[src/inc/osl_pkg.sv]
// constants and carrier types for the output status signal logic
package osl_pkg;
    localparam int FREQ_W   = 16;
    localparam int TIME_W   = 20;
    localparam int FUNC_W   = 8;
    localparam int NUM_TERM = 5;
    localparam int NUM_OUT  = 6;
    localparam int RELAY_IX = 5;
    localparam int ADDR_W   = 8;
    localparam int DATA_W   = 32;

    localparam logic [ADDR_W-1:0] ADDR_FUNC_LO   = 8'h00;
    localparam logic [ADDR_W-1:0] ADDR_FUNC_HI   = 8'h04;
    localparam logic [ADDR_W-1:0] ADDR_POLARITY  = 8'h08;
    localparam logic [ADDR_W-1:0] ADDR_THRESH1   = 8'h0C;
    localparam logic [ADDR_W-1:0] ADDR_THRESH2   = 8'h10;
    localparam logic [ADDR_W-1:0] ADDR_TIME_WARN = 8'h14;
    localparam logic [ADDR_W-1:0] ADDR_STATUS    = 8'h18;

    localparam logic [FUNC_W-1:0] FUNC_RUN   = 8'h00;
    localparam logic [FUNC_W-1:0] FUNC_CSP   = 8'h01;
    localparam logic [FUNC_W-1:0] FUNC_OV1   = 8'h02;
    localparam logic [FUNC_W-1:0] FUNC_ALARM = 8'h05;
    localparam logic [FUNC_W-1:0] FUNC_RC1   = 8'h06;
    localparam logic [FUNC_W-1:0] FUNC_RTO   = 8'h0B;
    localparam logic [FUNC_W-1:0] FUNC_PTO   = 8'h0C;
    localparam logic [FUNC_W-1:0] FUNC_OV2   = 8'h18;
    localparam logic [FUNC_W-1:0] FUNC_RC2   = 8'h19;

    localparam logic [DATA_W-1:0] FUNC_LO_RST   = 32'h0000_0000;
    localparam logic [DATA_W-1:0] FUNC_HI_RST   = 32'h0000_0500;
    localparam logic [DATA_W-1:0] POLARITY_RST  = 32'h0000_0020;
    localparam logic [DATA_W-1:0] THRESH_RST    = 32'h0000_0000;
    localparam logic [DATA_W-1:0] TIME_WARN_RST = 32'h0000_0000;

    localparam int THR_DECEL_LSB = 16;
    localparam int TIME_VAL_W    = 14;
    localparam int TIME_EXT_BIT  = 16;
    localparam int STAT_TERM_LSB = 8;

    localparam int PCT_DIV       = 100;
    localparam int PCT_ON        = 1;
    localparam int PCT_OFF       = 2;
    localparam int TIME_UNIT_STD = 10;
    localparam int TIME_UNIT_EXT = 100;

    localparam logic [1:0] RESP_OKAY   = 2'h0;
    localparam logic [1:0] RESP_SLVERR = 2'h2;

    typedef struct packed {
        logic [FREQ_W-1:0] out_freq;
        logic [FREQ_W-1:0] max_freq;
        logic [FREQ_W-1:0] frequency_command_setting;
        logic [FREQ_W-1:0] multispeed_setting;
        logic              multispeed_active;
        logic              running;
        logic              dc_braking;
        logic              tripped;
        logic              decelerating;
        logic [TIME_W-1:0] cumulative_run_time;
        logic [TIME_W-1:0] cumulative_power_time;
    } osl_drive_state_t;
endpackage : osl_pkg

[src/hdl/osl_output_status.sv]
// output status signal logic with AXI4-Lite register slave
// Summary of operation
// polarity 00: output closes while signal asserted
// polarity 01: output opens while signal asserted
// each terminal and relay has own polarity
// relay paths complementary; trip closes first path
// run signal asserted while operating, incl. braking
// codes 01,02,06,24,25 select arrival variants
// arrival on at target-1%, off below -2%
// constant-speed target is active frequency command
// overreached asserts above accel/decel threshold pair
// reached-only asserts only near its threshold
// accelerating: on at -1%, off above +2%
// decelerating: on at +1%, off below -2%
// zero threshold disables its arrival output
// time-over outputs when cumulative time exceeds setting
// warning setting zero disables both time outputs
// standard warning setting counts tens of hours
// extended warning setting counts hundreds of hours
// comparisons every cycle, hysteresis flops reset cleared
// terminal drives selected signal xor polarity
//
// Chosen here: the register offsets and the AXI4-Lite interface to the registers.
`timescale 1ns/1ps
module osl_output_status
    import osl_pkg::*;
(
    input  wire logic               I_REF_CLK,
    input  wire logic               I_SYS_RST,
    input  wire osl_drive_state_t   I_DRIVE,
    input  wire logic [ADDR_W-1:0]  I_S_AXI_AWADDR,
    input  wire logic               I_S_AXI_AWVALID,
    output logic                    O_S_AXI_AWREADY,
    input  wire logic [DATA_W-1:0]  I_S_AXI_WDATA,
    input  wire logic [3:0]         I_S_AXI_WSTRB,
    input  wire logic               I_S_AXI_WVALID,
    output logic                    O_S_AXI_WREADY,
    output logic [1:0]              O_S_AXI_BRESP,
    output logic                    O_S_AXI_BVALID,
    input  wire logic               I_S_AXI_BREADY,
    input  wire logic [ADDR_W-1:0]  I_S_AXI_ARADDR,
    input  wire logic               I_S_AXI_ARVALID,
    output logic                    O_S_AXI_ARREADY,
    output logic [DATA_W-1:0]       O_S_AXI_RDATA,
    output logic [1:0]              O_S_AXI_RRESP,
    output logic                    O_S_AXI_RVALID,
    input  wire logic               I_S_AXI_RREADY,
    output logic [NUM_TERM-1:0]     O_OUT_TERMINAL,
    output logic                    O_RELAY_PATH_FIRST,
    output logic                    O_RELAY_PATH_SECOND
);
    localparam int WF = FREQ_W + 2;

    logic [DATA_W-1:0] func_lo_q, func_hi_q, pol_q, thr1_q, thr2_q, time_q;
    logic              awready_q, wready_q, bvalid_q, arready_q, rvalid_q;
    logic [1:0]        bresp_q, rresp_q;
    logic [DATA_W-1:0] rdata_q, wdata_q;
    logic [3:0]        wstrb_q;
    logic [ADDR_W-1:0] awaddr_q;
    logic [NUM_TERM-1:0] term_q;
    logic              relay_first_q, relay_second_q;
    logic              csp_q, rto_q, pto_q;
    logic [1:0]        over_q, reach_q;
    logic [NUM_OUT-1:0] sig;
    logic [FUNC_W-1:0] func_sel [NUM_OUT];
    logic [WF-1:0]     f_w, p1_w, p2_w, tgt_w;
    logic [WF-1:0]     thr_w [2];
    logic [TIME_W-1:0] warn_limit;
    logic [TIME_VAL_W-1:0] warn_val;

    // byte-lane merge of a write into a register word
    function automatic logic [DATA_W-1:0] merge(input logic [DATA_W-1:0] old,
                                                input logic [DATA_W-1:0] nw,
                                                input logic [3:0]        strb);
        logic [DATA_W-1:0] res;
        res = old;
        for (int b = 0; b < 4; b++) begin
            if (strb[b]) begin
                res[b*8 +: 8] = nw[b*8 +: 8];
            end
        end
        return res;
    endfunction : merge

    // write address and data channels, taken in either order
    always_ff @(posedge I_REF_CLK) begin
        if (I_SYS_RST) begin
            awready_q <= 1'b1;
            wready_q  <= 1'b1;
            bvalid_q  <= 1'b0;
            bresp_q   <= RESP_OKAY;
            awaddr_q  <= '0;
            wdata_q   <= '0;
            wstrb_q   <= '0;
        end else begin
            if (awready_q && I_S_AXI_AWVALID) begin
                awready_q <= 1'b0;
                awaddr_q  <= I_S_AXI_AWADDR;
            end
            if (wready_q && I_S_AXI_WVALID) begin
                wready_q <= 1'b0;
                wdata_q  <= I_S_AXI_WDATA;
                wstrb_q  <= I_S_AXI_WSTRB;
            end
            if (!awready_q && !wready_q && !bvalid_q) begin
                bvalid_q <= 1'b1;
                if (awaddr_q <= ADDR_STATUS && awaddr_q[1:0] == 2'h0) begin
                    bresp_q <= RESP_OKAY;
                end else begin
                    bresp_q <= RESP_SLVERR;
                end
            end
            if (bvalid_q && I_S_AXI_BREADY) begin
                bvalid_q  <= 1'b0;
                awready_q <= 1'b1;
                wready_q  <= 1'b1;
            end
        end
    end

    // register file; status word is read-only and ignores writes
    always_ff @(posedge I_REF_CLK) begin
        if (I_SYS_RST) begin
            func_lo_q <= FUNC_LO_RST;
            func_hi_q <= FUNC_HI_RST;
            pol_q     <= POLARITY_RST;
            thr1_q    <= THRESH_RST;
            thr2_q    <= THRESH_RST;
            time_q    <= TIME_WARN_RST;
        end else if (!awready_q && !wready_q && !bvalid_q) begin
            if (awaddr_q == ADDR_FUNC_LO) begin
                func_lo_q <= merge(func_lo_q, wdata_q, wstrb_q);
            end else if (awaddr_q == ADDR_FUNC_HI) begin
                func_hi_q <= merge(func_hi_q, wdata_q, wstrb_q);
            end else if (awaddr_q == ADDR_POLARITY) begin
                pol_q <= merge(pol_q, wdata_q, wstrb_q);
            end else if (awaddr_q == ADDR_THRESH1) begin
                thr1_q <= merge(thr1_q, wdata_q, wstrb_q);
            end else if (awaddr_q == ADDR_THRESH2) begin
                thr2_q <= merge(thr2_q, wdata_q, wstrb_q);
            end else if (awaddr_q == ADDR_TIME_WARN) begin
                time_q <= merge(time_q, wdata_q, wstrb_q);
            end
        end
    end

    // read channel; answer on the same edge that takes the address
    always_ff @(posedge I_REF_CLK) begin
        if (I_SYS_RST) begin
            arready_q <= 1'b1;
            rvalid_q  <= 1'b0;
            rdata_q   <= '0;
            rresp_q   <= RESP_OKAY;
        end else if (arready_q && I_S_AXI_ARVALID) begin
            arready_q <= 1'b0;
            rvalid_q  <= 1'b1;
            rresp_q   <= RESP_OKAY;
            if (I_S_AXI_ARADDR == ADDR_FUNC_LO) begin
                rdata_q <= func_lo_q;
            end else if (I_S_AXI_ARADDR == ADDR_FUNC_HI) begin
                rdata_q <= {16'h0000, func_hi_q[15:0]};
            end else if (I_S_AXI_ARADDR == ADDR_POLARITY) begin
                rdata_q <= {26'h0, pol_q[NUM_OUT-1:0]};
            end else if (I_S_AXI_ARADDR == ADDR_THRESH1) begin
                rdata_q <= thr1_q;
            end else if (I_S_AXI_ARADDR == ADDR_THRESH2) begin
                rdata_q <= thr2_q;
            end else if (I_S_AXI_ARADDR == ADDR_TIME_WARN) begin
                rdata_q <= {15'h0, time_q[TIME_EXT_BIT], 2'h0, time_q[TIME_VAL_W-1:0]};
            end else if (I_S_AXI_ARADDR == ADDR_STATUS) begin
                rdata_q <= {18'h0, relay_first_q, term_q,
                             reach_q, over_q, csp_q, pto_q, rto_q, sig[RELAY_IX]};
            end else begin
                rdata_q <= '0;
                rresp_q <= RESP_SLVERR;
            end
        end else if (rvalid_q && I_S_AXI_RREADY) begin
            rvalid_q  <= 1'b0;
            arready_q <= 1'b1;
        end
    end

    // wide copies so sums and differences never wrap
    always_comb begin
        f_w   = WF'(I_DRIVE.out_freq);
        p1_w  = WF'((32'(I_DRIVE.max_freq) * PCT_ON) / PCT_DIV);
        p2_w  = WF'((32'(I_DRIVE.max_freq) * PCT_OFF) / PCT_DIV);
        // active command target
        tgt_w = I_DRIVE.multispeed_active ? WF'(I_DRIVE.multispeed_setting)
                                          : WF'(I_DRIVE.frequency_command_setting);
    end

    // constant-speed hysteresis flop
    always_ff @(posedge I_REF_CLK) begin
        if (I_SYS_RST) begin
            csp_q <= 1'b0;
        end else if (f_w + p1_w >= tgt_w) begin
            csp_q <= 1'b1;
        end else if (f_w + p2_w < tgt_w) begin
            csp_q <= 1'b0;
        end
    end

    // one comparator pair per threshold set; g selects first or second
    for (genvar g = 0; g < 2; g++) begin : g_thr
        logic [DATA_W-1:0] pair;
        assign pair = (g == 0) ? thr1_q : thr2_q;
        // accel or decel threshold by ramp direction
        assign thr_w[g] = I_DRIVE.decelerating ? WF'(pair[THR_DECEL_LSB +: FREQ_W])
                                               : WF'(pair[FREQ_W-1:0]);

        // hysteresis held per output, reset cleared
        always_ff @(posedge I_REF_CLK) begin
            if (I_SYS_RST) begin
                over_q[g] <= 1'b0;
            // zero threshold disables
            end else if (thr_w[g] == '0) begin
                over_q[g] <= 1'b0;
            // on at minus one percent
            end else if (f_w + p1_w >= thr_w[g]) begin
                over_q[g] <= 1'b1;
            end else if (f_w + p2_w < thr_w[g]) begin
                over_q[g] <= 1'b0;
            end
        end

        always_ff @(posedge I_REF_CLK) begin
            if (I_SYS_RST) begin
                reach_q[g] <= 1'b0;
            // zero threshold disables
            end else if (thr_w[g] == '0) begin
                reach_q[g] <= 1'b0;
            // leave once well beyond
            end else if (f_w > thr_w[g] + p2_w || f_w + p2_w < thr_w[g]) begin
                reach_q[g] <= 1'b0;
            // decel entry at plus one percent
            end else if (I_DRIVE.decelerating && f_w <= thr_w[g] + p1_w) begin
                reach_q[g] <= 1'b1;
            // accel entry at minus one percent
            end else if (!I_DRIVE.decelerating && f_w + p1_w >= thr_w[g]) begin
                reach_q[g] <= 1'b1;
            end
        end
    end

    // tens of hours, hundreds in extended range
    assign warn_val   = time_q[TIME_VAL_W-1:0];
    assign warn_limit = time_q[TIME_EXT_BIT]
                      ? TIME_W'(32'(warn_val) * TIME_UNIT_EXT)
                      : TIME_W'(32'(warn_val) * TIME_UNIT_STD);

    always_ff @(posedge I_REF_CLK) begin
        if (I_SYS_RST) begin
            rto_q <= 1'b0;
            pto_q <= 1'b0;
        // zero setting disables both
        end else if (warn_val == '0) begin
            rto_q <= 1'b0;
            pto_q <= 1'b0;
        end else begin
            // exceed compares
            rto_q <= I_DRIVE.cumulative_run_time > warn_limit;
            pto_q <= I_DRIVE.cumulative_power_time > warn_limit;
        end
    end

    // per-output function select and polarity
    for (genvar t = 0; t < NUM_OUT; t++) begin : g_out
        assign func_sel[t] = (t < 4) ? func_lo_q[(t%4)*FUNC_W +: FUNC_W]
                                     : func_hi_q[(t%4)*FUNC_W +: FUNC_W];
        always_comb begin
            // function code decode
            case (func_sel[t])
                // braking counts as running
                FUNC_RUN:   sig[t] = I_DRIVE.running | I_DRIVE.dc_braking;
                FUNC_CSP:   sig[t] = csp_q;
                FUNC_OV1:   sig[t] = over_q[0];
                FUNC_RC1:   sig[t] = reach_q[0];
                FUNC_OV2:   sig[t] = over_q[1];
                FUNC_RC2:   sig[t] = reach_q[1];
                FUNC_ALARM: sig[t] = I_DRIVE.tripped;
                FUNC_RTO:   sig[t] = rto_q;
                FUNC_PTO:   sig[t] = pto_q;
                default:    sig[t] = 1'b0;
            endcase
        end
        if (t < NUM_TERM) begin : g_term
            always_ff @(posedge I_REF_CLK) begin
                if (I_SYS_RST) begin
                    term_q[t] <= 1'b0;
                end else begin
                    // per-terminal xor
                    term_q[t] <= sig[t] ^ pol_q[t];
                end
            end
        end
    end

    // relay at reset sits as if powered down: first open, second closed
    always_ff @(posedge I_REF_CLK) begin
        if (I_SYS_RST) begin
            relay_first_q  <= 1'b0;
            relay_second_q <= 1'b1;
        end else begin
            // complementary relay paths
            relay_first_q  <= sig[RELAY_IX] ^ pol_q[RELAY_IX];
            relay_second_q <= ~(sig[RELAY_IX] ^ pol_q[RELAY_IX]);
        end
    end

    assign O_S_AXI_AWREADY     = awready_q;
    assign O_S_AXI_WREADY      = wready_q;
    assign O_S_AXI_BVALID      = bvalid_q;
    assign O_S_AXI_BRESP       = bresp_q;
    assign O_S_AXI_ARREADY     = arready_q;
    assign O_S_AXI_RVALID      = rvalid_q;
    assign O_S_AXI_RDATA       = rdata_q;
    assign O_S_AXI_RRESP       = rresp_q;
    assign O_OUT_TERMINAL      = term_q;
    assign O_RELAY_PATH_FIRST  = relay_first_q;
    assign O_RELAY_PATH_SECOND = relay_second_q;
endmodule : osl_output_status

[config.mk]
export PLATFORM = sky130hd
export DESIGN_NAME = osl_output_status
export DESIGN_NICKNAME = d
export VERILOG_FILES = /design/src/inc/osl_pkg.sv /design/src/hdl/osl_output_status.sv
export SDC_FILE = /design/constraint.sdc
export NUM_CORES = 1
export LEC_CHECK = 0
export BUFFER_PORTS_ARGS = -buffer_cell sky130_fd_sc_hd__buf_4
export CORE_ASPECT_RATIO = 1.25
export CORE_UTILIZATION = 45
export DETAILED_ROUTE_END_ITERATION = 10
export PLACE_DENSITY_LB_ADDON = 0.1
export SLEW_MARGIN = 20
export SYNTH_ARGS = -nofsm -noshare
export SYNTH_HDL_FRONTEND = slang
export SYNTH_SLANG_ARGS = --single-unit
[constraint.sdc]
create_clock -name I_REF_CLK -period 25.2 [get_ports I_REF_CLK]
set_clock_uncertainty 0.05 [all_clocks]
set_input_delay 1.26 -clock I_REF_CLK [delete_from_list [all_inputs] [get_ports I_REF_CLK]]
set_output_delay 1.26 -clock I_REF_CLK [all_outputs]
set_load 0.02 [all_outputs]
# Yosys cells after proc, flatten, opt, wreduce, memory -nomap -nowiden
# Index checks and enable logic that the tools add are counted.
[op_classes]
n_mul = 2
n_div = 2
reduce_logical = 60
n_bitwise = 13
addsub = 6
eq_ne = 59
mux = 39
n_lt_le_gt_ge = 13
shifts = 0
[ops]
columns = ["cell", "n"]
rows = [
  ["$mux W32", 5],
  ["$eq A8 B5 Y1 const B", 17],
  ["$eq A8 B4 Y1 const B", 16],
  ["$eq A8 B3 Y1 const B", 14],
  ["$add A16 B18 Y18", 6],
  ["$logic_not A8 Y1", 8],
  ["$ge A18 B16 Y1", 3],
  ["$lt A18 B16 Y1", 3],
  ["$pmux W1 S9", 6],
  ["$eq A8 B1 Y1 const B", 6],
  ["$eq A8 B2 Y1 const B", 6],
  ["$mux W16", 3],
  ["$gt A20 B20 Y1", 2],
  ["$gt A16 B18 Y1", 2],
  ["$le A16 B18 Y1", 2],
  ["$logic_not A18 Y1", 2],
  ["$div A16 B7 Y32 const B", 1],
  ["$div A17 B7 Y32 const B", 1],
  ["$reduce_and A7 Y1", 4],
  ["$reduce_and A6 Y1", 4],
  ["$reduce_and A8 Y1", 3],
  ["$mux W20", 1],
  ["$mul A14 B5 Y18 const B", 1],
  ["$mul A14 B3 Y17 const B", 1],
  ["other kinds (19)", 77],
]
[word_totals]
output_inout_bits = 48
romBits = 0
ramBits = 0
reg_bits = 232
latchBits = 0
n_memories = 0
wordCells = 237
in_bits = 168

# Logic depth before layout (Yosys ltp)
# Gate-level depths: netlist of run 1.
[logic_depth]
depth_word = 9
depth_mapped = 59
ltp_nobuf = 57

# Least setup slack after synthesis of run 1
# No wires, ideal clock.
[synth_path]
kind = "input -> register"
startpoint = "input I_DRIVE[90] (netlist bit)"
endpoint = "register reach_q[1]"
arrival_ns = 11.152
required_ns = 25.028
setup_ns = 0.122
slack_ns = 13.876
n_path_buf = 1
cell_stages = 54
cell_sequence = "buf_6 > o31ai_4 > inv_1 > ha_1 > o21a_2 > nor2_2 > inv_1 > and3_1 > o21a_1 > inv_2 > mux2i_1 > xnor2_1 > o211a_4 > inv_2 > a211oi_2 > a21boi_2 > mux2i_1 > nand2_1 > [... 18 more ...] > o21ai_0 > a21oi_1 > nor2_1 > o21ai_0 > nand2b_1 > a21o_1 > nand3_1 > xnor2_1 > ha_1 > a21o_1 > a21oi_1 > o21ai_0 > and2_1 > o21ai_0 > nor4bb_1 > mux2_2 > nand2b_1 > o311a_1"
[synth_via]
elab_chain_cells = 5
elab_cells_between_ends = 16
classes_between = "4 x add/sub; 2 x div; 4 x order compare; 1 x mux; 5 x reduce/logical"
[synth_lines]
columns = ["item", "line_no", "rtl"]
rows = [
  ["start, declared", "osl_output_status.sv:30", "input wire osl_drive_state_t I_DRIVE,"],
  ["$div A17 B7 Y32 / $div A16 B7 Y32 (equally long branches)", "osl_output_status.sv:187, osl_output_status.sv:186", ""],
  ["$add A16 B18 Y18, on equally long branches", "osl_output_status.sv:234, osl_output_status.sv:237, osl_output_status.sv:240", ""],
  ["$gt A16 B18 Y1, or another cell as far along", "osl_output_status.sv:234", "end else if (f_w > thr_w[g] + p2_w || f_w + p2_w < thr_w[g]) begin"],
  ["$logic_or A1 B1 Y1, or another cell as far along", "osl_output_status.sv:234", ""],
  ["$reduce_or A3 Y1 (no source line), or another cell as far along", "--", ""],
  ["end signal, assigned by index", "osl_output_status.sv:232", "reach_q[g] <= 1'b0;"],
  ["end signal, assigned by index", "osl_output_status.sv:235", "reach_q[g] <= 1'b0;"],
  ["end signal, assigned by index", "osl_output_status.sv:238", "reach_q[g] <= 1'b1;"],
  ["end, declared", "osl_output_status.sv:63", "logic [1:0] over_q, reach_q;"],
]
# Parallel ways exist; a longest one is shown, timed or not.
# A chain may end at the register's enable or synchronous reset.

# Final worst setup path of run 1
[layout_path]
startpoint = "input I_DRIVE[89] (netlist bit)"
endpoint = "register reach_q[1]"
# The elaborated chain is that of the path after synthesis.

==> results of run 1 <==
routing by layer:
| layer | track usage | share of wire |
|---|---|---|
| met2 | 0.524 | 0.50 |
| met5 | 0 | 0.00018 |
| met1 | 0.355 | 0.41 |
| met4 | 0.141 | 0.047 |
| met3 | 0.0206 | 0.043 |
final timing paths:
kind	startpoint	to	slack (ps)	cells past startpoint
setup / recovery	I_DRIVE[89]	reach_q[1]$_SDFFE_PP0P_	11930	53
hold / removal	awaddr_q[0]$_SDFFE_PP0P_	awaddr_q[0]$_SDFFE_PP0P_	410	2
setup reg to reg	time_q[2]$_SDFFE_PP0P_	rto_q$_SDFF_PP0_	19180	26
hold reg to reg	awaddr_q[0]$_SDFFE_PP0P_	awaddr_q[0]$_SDFFE_PP0P_	410	2
area by class of cell:
type	instances	share of cell area
flip-flops and latches	230	0.176
well taps	658	0.0315
clock inverters	9	0.00569
repair buffers	240	0.0690
inverters	181	0.0260
multi-input cells	2403	0.667
clock buffers	29	0.0248
cells in the final DEF, fill, tap and decap left out, types with 46 or more instances in the layout:
cell type and instances:
a211oi_1 47, a21o_1 50, a21oi_1 315, buf_4 239
dfxtp_1 230, ha_1 334, inv_1 174, mux2i_1 155
nand2_1 267, nand2b_1 49, nand3_1 124, nor2_1 212
nor2b_1 55, nor3_1 46, o21ai_0 136, xnor2_1 85
power breakdown:
| group | internal (mW) | switching, mW |
|---|---|---|
| Sequential | 0.373 | 0.0133 |
| Clock | 0.222 | 0.148 |
| Combinational | 0.704 | 0.987 |
| Total | 1.30 | 1.15 |
flip-flops by register name, summed over array words and instances, names as in the netlist, 4 cells and up:
| name | cells |
|---|---|
| func_lo_q | 32 |
| pol_q | 6 |
| func_hi_q | 16 |
| wdata_q | 32 |
| O_S_AXI_RDATA | 32 |
| awaddr_q | 8 |
| g_thr.pair | 64 |
| wstrb_q | 4 |
| O_OUT_TERMINAL | 5 |
| time_q | 15 |
through the flow:
stage	util	hold WS, ps	cell area, um^2
2_1_floorplan	-	386	23300
3_3_place_gp	0.500	392	25400
3_5_place_dp	0.500	400	25400
4_1_cts	0.515	409	26200
5_1_grt	0.516	439	26200
6_report	0.516	408	26200
tightest hold or removal path: cells and delay by family, from the launching register on:
family / cells / cell delay [ps]
flip-flops: 1 / 310
AND/OR/NAND/NOR: 1 / 50
AO/OA/AOI/OAI: 1 / 50
cells in the mapped netlist, drive strengths merged, types with 17 or more instances:
| library cell | number |
|---|---|
| xor2 | 46 |
| nand4 | 40 |
| ha | 334 |
| inv | 179 |
| nand2b | 49 |
| a221oi | 19 |
| dfxtp | 230 |
| o21a | 22 |
| clkbuf | 105 |
| mux2i | 158 |
| nor2b | 55 |
| or2 | 18 |
| a21oi | 320 |
| o21ai | 150 |
| a211oi | 52 |
| buf | 33 |
| nand2 | 267 |
| o21bai | 31 |
| xnor2 | 88 |
| a21o | 50 |
| and2 | 21 |
| nand3 | 125 |
| mux2 | 17 |
| a31oi | 24 |
| nor3 | 55 |
| nor2 | 215 |
cell families after synthesis:
group | after synthesis | synth area share
simple gates | 924 | 0.194
other cells | 1 | 0.000161
compound gates | 812 | 0.227
mux | 175 | 0.0774
fa+ha+maj | 355 | 0.195
xor+xnor | 135 | 0.0526
buf+inv | 319 | 0.0549
flops | 230 | 0.198
==> flow_summary.ini, run 1 <==
[run_status]
status = finished clean

[pwr]
p_leak_nw = 11.6
p_per_area_nw_per_um2 = 93.5
p_total_mw = 2.45
ir_drop_uv = 80.4

[timing]
rsz0062_at_grt = false
final-hold-violation-count = 0
slew_viol_final = 0
setup_slack_ps = 11930
period_share = 0.527
post-route-min-period_ps = 13270
relSlewSlack = 0.250
worst_slew_pin_slew_ps = 1120
clock.fmax_mhz = 75.3
setup_viol = 0
tns_ps = 0

[global_route]
grt_first_pass_wirelength_um = 123000
grtUsageTotal = 0.295
grt_pass1_vias = 22200
grt_max_degree = 97
antenna_found_initial = 1
globalRouteOverflowTotal = 0

[setup_path]
cp.arrival_ps = 13680
path_common_cell = inv_1
cp-start-kind = input pin
path_delay_family = compound AO/OA/AOI/OAI gates
cp_max_fo = 24
crit_path_end_kind = flop
cp_slowest_cell = nor4_1
crit_path_max_incr_delay_ps = 550
worst_ep_required_time_ps = 25610
path_class = input pin to flop
crit_buf_inv = 9

[clock_tree]
cts_resized = 0
cts_hold_buf = 0
cts_sinks = 230
clock_latency_ps = 520
htree_levels = 1
numCtsBuffers = 22
cts_tree = yes
cts_root_buffer = clkbuf_16
path_clk_slew_ps = 60
postCtsSetupBuffers = 0
cts_buffer_depth = 3

[routing]
drt_iter0_drc = 1690
drc_errors = 0
avgRoutedWirePerCell_um = 21.1
wl_um = 79200
vias = 22500
drt_pass1_iterations = 8
ant_nets = 0
vias_per_cell = 5.99

[placement]
port_buffers = 213
gp_congestion = 0.942
placed_cells = 3712
pre_cts_ws_ps = 11680
dp_hpwl_um = 63000

[yosys]
ys_async_sr_fraction = 0
synth_area_leaders = dfxtp_1 (20%), ha_1 (18%), a21oi_1 (6.8%)
synth_cells = 2951
syn_avg_cell_area_um2 = 7.90
synth_ff_type = dfxtp_1
syn_area_um2 = 23300
synthDistinctLibCells = 121
yosysTopAreaCell = dfxtp_1
ys_warn_count = 0
synth_top_area_frac = 0.198
synth_edf_count = 0
ys_seq_elements = 230
ys_seq_area_frac = 0.198

[die]
core_area_um2 = 50800
rows = 92
die_height_um = 256
dieArea_um2 = 52700
num_io_pins = 216
initial_utilization = 0.459
fp.dieW_um = 206

[finish]
drive_gt1_frac = 0.124
seq_area_um2 = 4600
nNetsFinal = 3596
fin_cells = 3750
n_fill_cell = 4960
n_antenna_cell = 0
synthToLayoutAreaGrowth_pct = 12.3
multiInputGateArea_um2 = 17500

[flow_run]
drv_cap = 0

[worst_hold_path]
hold_class = flop to flop
Note: power is estimated with default switching activity, not from simulation.
==> run 2, diff against run 1 <==
Settings changed: ABC_AREA set to 1.
Clock period 25.2 ns to 12.35 ns, I/O delays scaled along.
==> run 2 against run 1 <==
Against the previous run: clock power increased by 110%; non-clock buffer count unchanged; routed wire length decreased by 4.4%; first-iteration DRC count increased by 3.2%; largest power group unchanged; critical path type unchanged; register-to-register slack got worse by 13000 ps.
==> flow_summary.ini, run 2 <==
[clock_tree]
path_clk_slew_ps = 60
clock_latency_ps = 570
cts_buffer_depth = 3
cts_root_buffer = clkbuf_16
htree_levels = 1
cts_resized = 0
postCtsSetupBuffers = 0
cts_sinks = 230
numCtsBuffers = 25
cts_hold_buf = 0
cts_tree = yes

[timing]
post-route-min-period_ps = 10470
tns_ps = 0
period_share = 0.848
slew_viol_final = 0
clock.fmax_mhz = 95.5
final-hold-violation-count = 0
setup_viol = 0
rsz0062_at_grt = false
worst_slew_pin_slew_ps = 1130
relSlewSlack = 0.241

[die]
initial_utilization = 0.458
core_area_um2 = 48400
fp.dieW_um = 201
die_height_um = 250
dieArea_um2 = 50200
num_io_pins = 216
rows = 90

[setup_path]
r2r_slack_ps = 6330
cp_max_fo = 11
cp_slowest_cell = o21ai_0
r2r_cells = 36
rr_endpoint = rto_q$_SDFF_PP0_
startpoint = I_DRIVE[88]
cp.arrival_ps = 10840
path_class = input pin to flop
worst_ep_required_time_ps = 12720
worstSetupEndpoint = over_q[1]$_SDFFE_PP0P_
cp-start-kind = input pin
r2r-start = time_q[2]$_SDFFE_PP0P_
crit_path_max_incr_delay_ps = 460
crit_path_end_kind = flop
path_common_cell = nand2_1

[pwr]
ir_drop_uv = 383
p_per_area_nw_per_um2 = 316
p_leak_nw = 12.0

[routing]
avgRoutedWirePerCell_um = 18.7
drt_iter0_drc = 1744
vias = 22600
drt_pass1_iterations = 8
ant_nets = 0
vias_per_cell = 5.59
wl_um = 75800
drc_errors = 0

[yosys]
synth_edf_count = 0
ys_seq_elements = 230
syn_avg_cell_area_um2 = 6.92
synth_common_cells = nand2_1 (521), inv_1 (414), ha_1 (334)
ys_async_sr_fraction = 0
synth_area_leaders = dfxtp_1 (21%), ha_1 (19%), nand2_1 (8.8%)
synth_cells = 3203
ys_warn_count = 0
synth_ff_type = dfxtp_1
synth_top_area_frac = 0.208
yosysTopAreaCell = dfxtp_1
ys_seq_area_frac = 0.208
synthDistinctLibCells = 63
syn_area_um2 = 22200
synth_most_common_cell = nand2_1

[finish]
final_cell_mix = nand2_1 (520), inv_1 (412), ha_1 (334)
n_fill_cell = 4845
largest_register_ffs = 64
n_antenna_cell = 0
synthToLayoutAreaGrowth_pct = 14.2
drive_gt1_frac = 0.121
nNetsFinal = 3904
fin_cells = 4047
final_common_cell = nand2_1

[global_route]
antenna_found_initial = 1
grt_max_degree = 102
globalRouteOverflowTotal = 0
grt_first_pass_wirelength_um = 119000
grtUsageTotal = 0.295
grt_pass1_vias = 21800

[placement]
dp_hpwl_um = 60700
gp_congestion = 0.952
port_buffers = 213
placed_cells = 4003

[run_status]
status = finished clean

[flow_run]
drv_cap = 0

[worst_hold_path]
hold_class = input pin to flop
## run 2: where the power goes
group | switching [mW] | internal (mW) | total [mW]
clock | 0.324 | 0.453 | 0.776
combinational | 4.06 | 2.40 | 6.46
sequential | 0.0146 | 0.765 | 0.779
total | 4.40 | 3.62 | 8.02
## run 2: layout make-up
class,instances,area [um^2],area share
Timing Repair Buffer,240,1800,0.0711
Multi-Input combinational cell,2460,15700,0.618
Sequential cell,230,4600,0.182
Tap cell,644,806,0.0318
Inverter,429,1610,0.0636
Clock inverter,10,128,0.00504
Clock buffer,34,719,0.0284
## run 2: how the worst min path moves through the flow
stage,slack (ps),endpoint,startpoint,depth (start not counted)
6_report,260,awaddr_q[7]$_SDFFE_PP0P_,I_S_AXI_AWADDR[7],3
5_1_grt,270,awaddr_q[7]$_SDFFE_PP0P_,I_S_AXI_AWADDR[7],3
4_1_cts,250,awaddr_q[7]$_SDFFE_PP0P_,I_S_AXI_AWADDR[7],3
3_5_place_dp,410,O_S_AXI_RDATA[8]$_SDFFE_PP0P_,O_S_AXI_RDATA[8]$_SDFFE_PP0P_,2
3_3_place_gp,410,func_hi_q[8]$_SDFFE_PP1P_,wdata_q[8]$_SDFFE_PP0P_,2
2_1_floorplan,390,O_OUT_TERMINAL[1]$_SDFF_PP0_,pol_q[1]$_SDFFE_PP0P_,1
## run 2: logic make-up after synthesis
logic type      synth area share
xor+xnor                  0.0395
compound gates             0.213
other cells             0.000169
fa+ha+maj                  0.203
simple gates               0.242
mux                      0.00728
flops                      0.208
buf+inv                   0.0876
## run 2: metal layers
layer	vias to the layer above	GRT usage	share of wire
met5	-	0	0
li1	11400	-	-
met2	624	0.524	0.49
met1	10500	0.370	0.43
met4	0	0.109	0.037
met3	125	0.0247	0.046
## run 2: critical path, delay by kind of cell
kind / cells / cell delay [ps]
AOI/OAI and AO/OA: 12 / 2620
and+or+nand+nor: 45 / 5780
xor gates and xnor gates: 1 / 160
adders and majority gates: 4 / 1200
buffers and inverters: 4 / 450
## run 2: metrics by stage
step / total power [mW] / worst slack [ps] / instance area, um^2 / hold slack, ps / utilization
4_1_cts: 8.02 / 2030 / 25300 / 252 / 0.523
5_1_grt: 8.99 / 1020 / 25300 / 274 / 0.523
3_3_place_gp: 7.05 / 1650 / 24500 / 409 / 0.505
6_report: 8.02 / 1880 / 25300 / 261 / 0.523
2_1_floorplan: 5.41 / 3770 / 22200 / 390 / -
3_5_place_dp: 7.21 / 1490 / 24500 / 410 / 0.505
==> run 3, diff against run 2 <==
Clock period 12.35 ns to 9.7 ns, I/O delays scaled along.
==> run 3 against run 2 <==
Against the previous run: worst setup slack worse by 1200 ps; sequential share of layout area down 0.63 points; critical path depth up 3; critical path type unchanged; largest power group unchanged.
==> flow_summary.ini, run 3 (synthesis gave the netlist of run 2 again) <==
[global_route]
grtUsageTotal = 0.287
grt_pass1_vias = 21800
antenna_found_initial = 0
globalRouteOverflowTotal = 0
grt_first_pass_wirelength_um = 116000
grt_max_degree = 88

[placement]
port_buffers = 213
gp_congestion = 0.971
placed_cells = 4058
place_area_um2 = 24900
dp_hpwl_um = 60100

[routing]
drt_pass1_iterations = 6
drc_errors = 0
drt_iter0_drc = 1496
vias_per_cell = 5.57
avgRoutedWirePerCell_um = 18.2
vias = 23000
wl_um = 75000
ant_nets = 0

[timing]
relSlewSlack = 0.263
period_share = 0.928
fin_hold_ws_ps = 157
clock.fmax_mhz = 111
post-route-min-period_ps = 9000
tns_ps = 0
worst_slew_pin_slew_ps = 1100
setup_viol = 0
final-hold-violation-count = 0
slew_viol_final = 0

[die]
initial_utilization = 0.458
core_area_um2 = 48400
fp.dieW_um = 201
die_height_um = 250
rows = 90
num_io_pins = 216
dieArea_um2 = 50200

[setup_path]
worst_ep_required_time_ps = 10080
cp.arrival_ps = 9380
r2r-start = time_q[2]$_SDFFE_PP0P_
cp_max_fo = 8
path_common_cell = nand2_1
path_class = input pin to flop
cp-start-kind = input pin
rr_endpoint = rto_q$_SDFF_PP0_
r2r_slack_ps = 3620
crit_path_max_incr_delay_ps = 420
crit_path_end_kind = flop
cp_slowest_cell = fa_1
r2r_cells = 36

[pwr]
clkPwrFrac = 0.095
combPwrFrac = 0.813
internal_power_mw = 5.15
ir_drop_uv = 440
power_switching_mw = 5.61
seq_power_share = 0.092
p_per_area_nw_per_um2 = 410
p_leak_nw = 12.4
switching_share = 0.521

[clock_tree]
cts_hold_buf = 0
cts_sinks = 230
htree_levels = 1
numCtsBuffers = 24
path_clk_slew_ps = 60
cts_root_buffer = clkbuf_16
clock_latency_ps = 530
cts_buffer_depth = 3
cts_tree = yes

[worst_hold_path]
hold_class = input pin to flop
holdCritStartpoint = I_S_AXI_RREADY
min_to = O_S_AXI_RVALID$_SDFFE_PP0P_
whs_path_depth = 4

[finish]
final_cell_mix = nand2_1 (504), inv_1 (411), ha_1 (332)
drive_gt1_frac = 0.156
largest_register_ffs = 64
fin_area_um2 = 26200
fin_cells = 4127
nNetsFinal = 3984
final_common_cell = nand2_1
synthToLayoutAreaGrowth_pct = 18.3
final_util = 0.542
n_antenna_cell = 0
n_fill_cell = 4805

[run_status]
status = finished clean

[flow_run]
drv_cap = 0
==> run 3: timing repair <==
item	in CTS	in global routing
setup buffers	0	26
gates resized for setup	0	66
setup endpoints to repair	0	5
==> run 3: worst max-delay path by stage <==
stage	slack, ps	to	start	depth (start not counted)
after floorplan	1260	reach_q[0]$_SDFFE_PP0P_	I_DRIVE[88]	70
after global placement	230	over_q[1]$_SDFFE_PP0P_	I_DRIVE[90]	67
after detailed placement	-80	reach_q[1]$_SDFFE_PP0P_	I_DRIVE[90]	72
after CTS	430	reach_q[1]$_SDFFE_PP0P_	I_DRIVE[90]	73
after global routing	-80	reach_q[1]$_SDFFE_PP0P_	I_DRIVE[88]	73
final	700	reach_q[0]$_SDFFE_PP0P_	I_DRIVE[88]	69
==> run 3: routing by layer <==
layer	wire length (um)	up-vias	GRT usage	share of wire
met1	32100	10600	0.360	0.43
li1	-	11500	-	-
met5	0	-	0	0
met4	3360	0	0.121	0.045
met3	3520	164	0.0209	0.047
met2	36000	680	0.506	0.48
==> run 3: layout make-up <==
type                    count  area [um^2]  area share
clock inverters            11          170     0.00648
repair buffers            321         2420      0.0923
inverters                 429         1620      0.0615
well taps                 644          806      0.0307
multi-input cells        2460        15900       0.606
clock buffers              32          712      0.0271
flip-flops and latches    230         4600       0.175
==> run 3: critical path, delay by kind of cell <==
family,cells,cell delay [ps]
xor gates and xnor gates,1,90
and+or+nand+nor,44,4450
adders and majority gates,4,1230
buffers and inverters,8,790
AOI/OAI and AO/OA,12,2280
==> run 3: power by group through the flow <==
stage / logic (mW) / clock network (mW) / registers [mW]
3_5_place_dp: 8.43 / 0 / 1.01
4_1_cts: 8.49 / 1.03 / 0.992
6_report: 8.75 / 1.02 / 0.992
2_1_floorplan: 5.87 / 0 / 1.02
5_1_grt: 9.99 / 1.06 / 0.994
3_3_place_gp: 8.20 / 0 / 1.01
==> run 3: metrics by stage <==
step	total power [mW]	setup WS (ps)
finish	10.8	698
global route	12.0	-80.5
CTS	10.5	427
detailed placement	9.44	-82.1
global placement	9.21	232
floorplan	6.89	1260
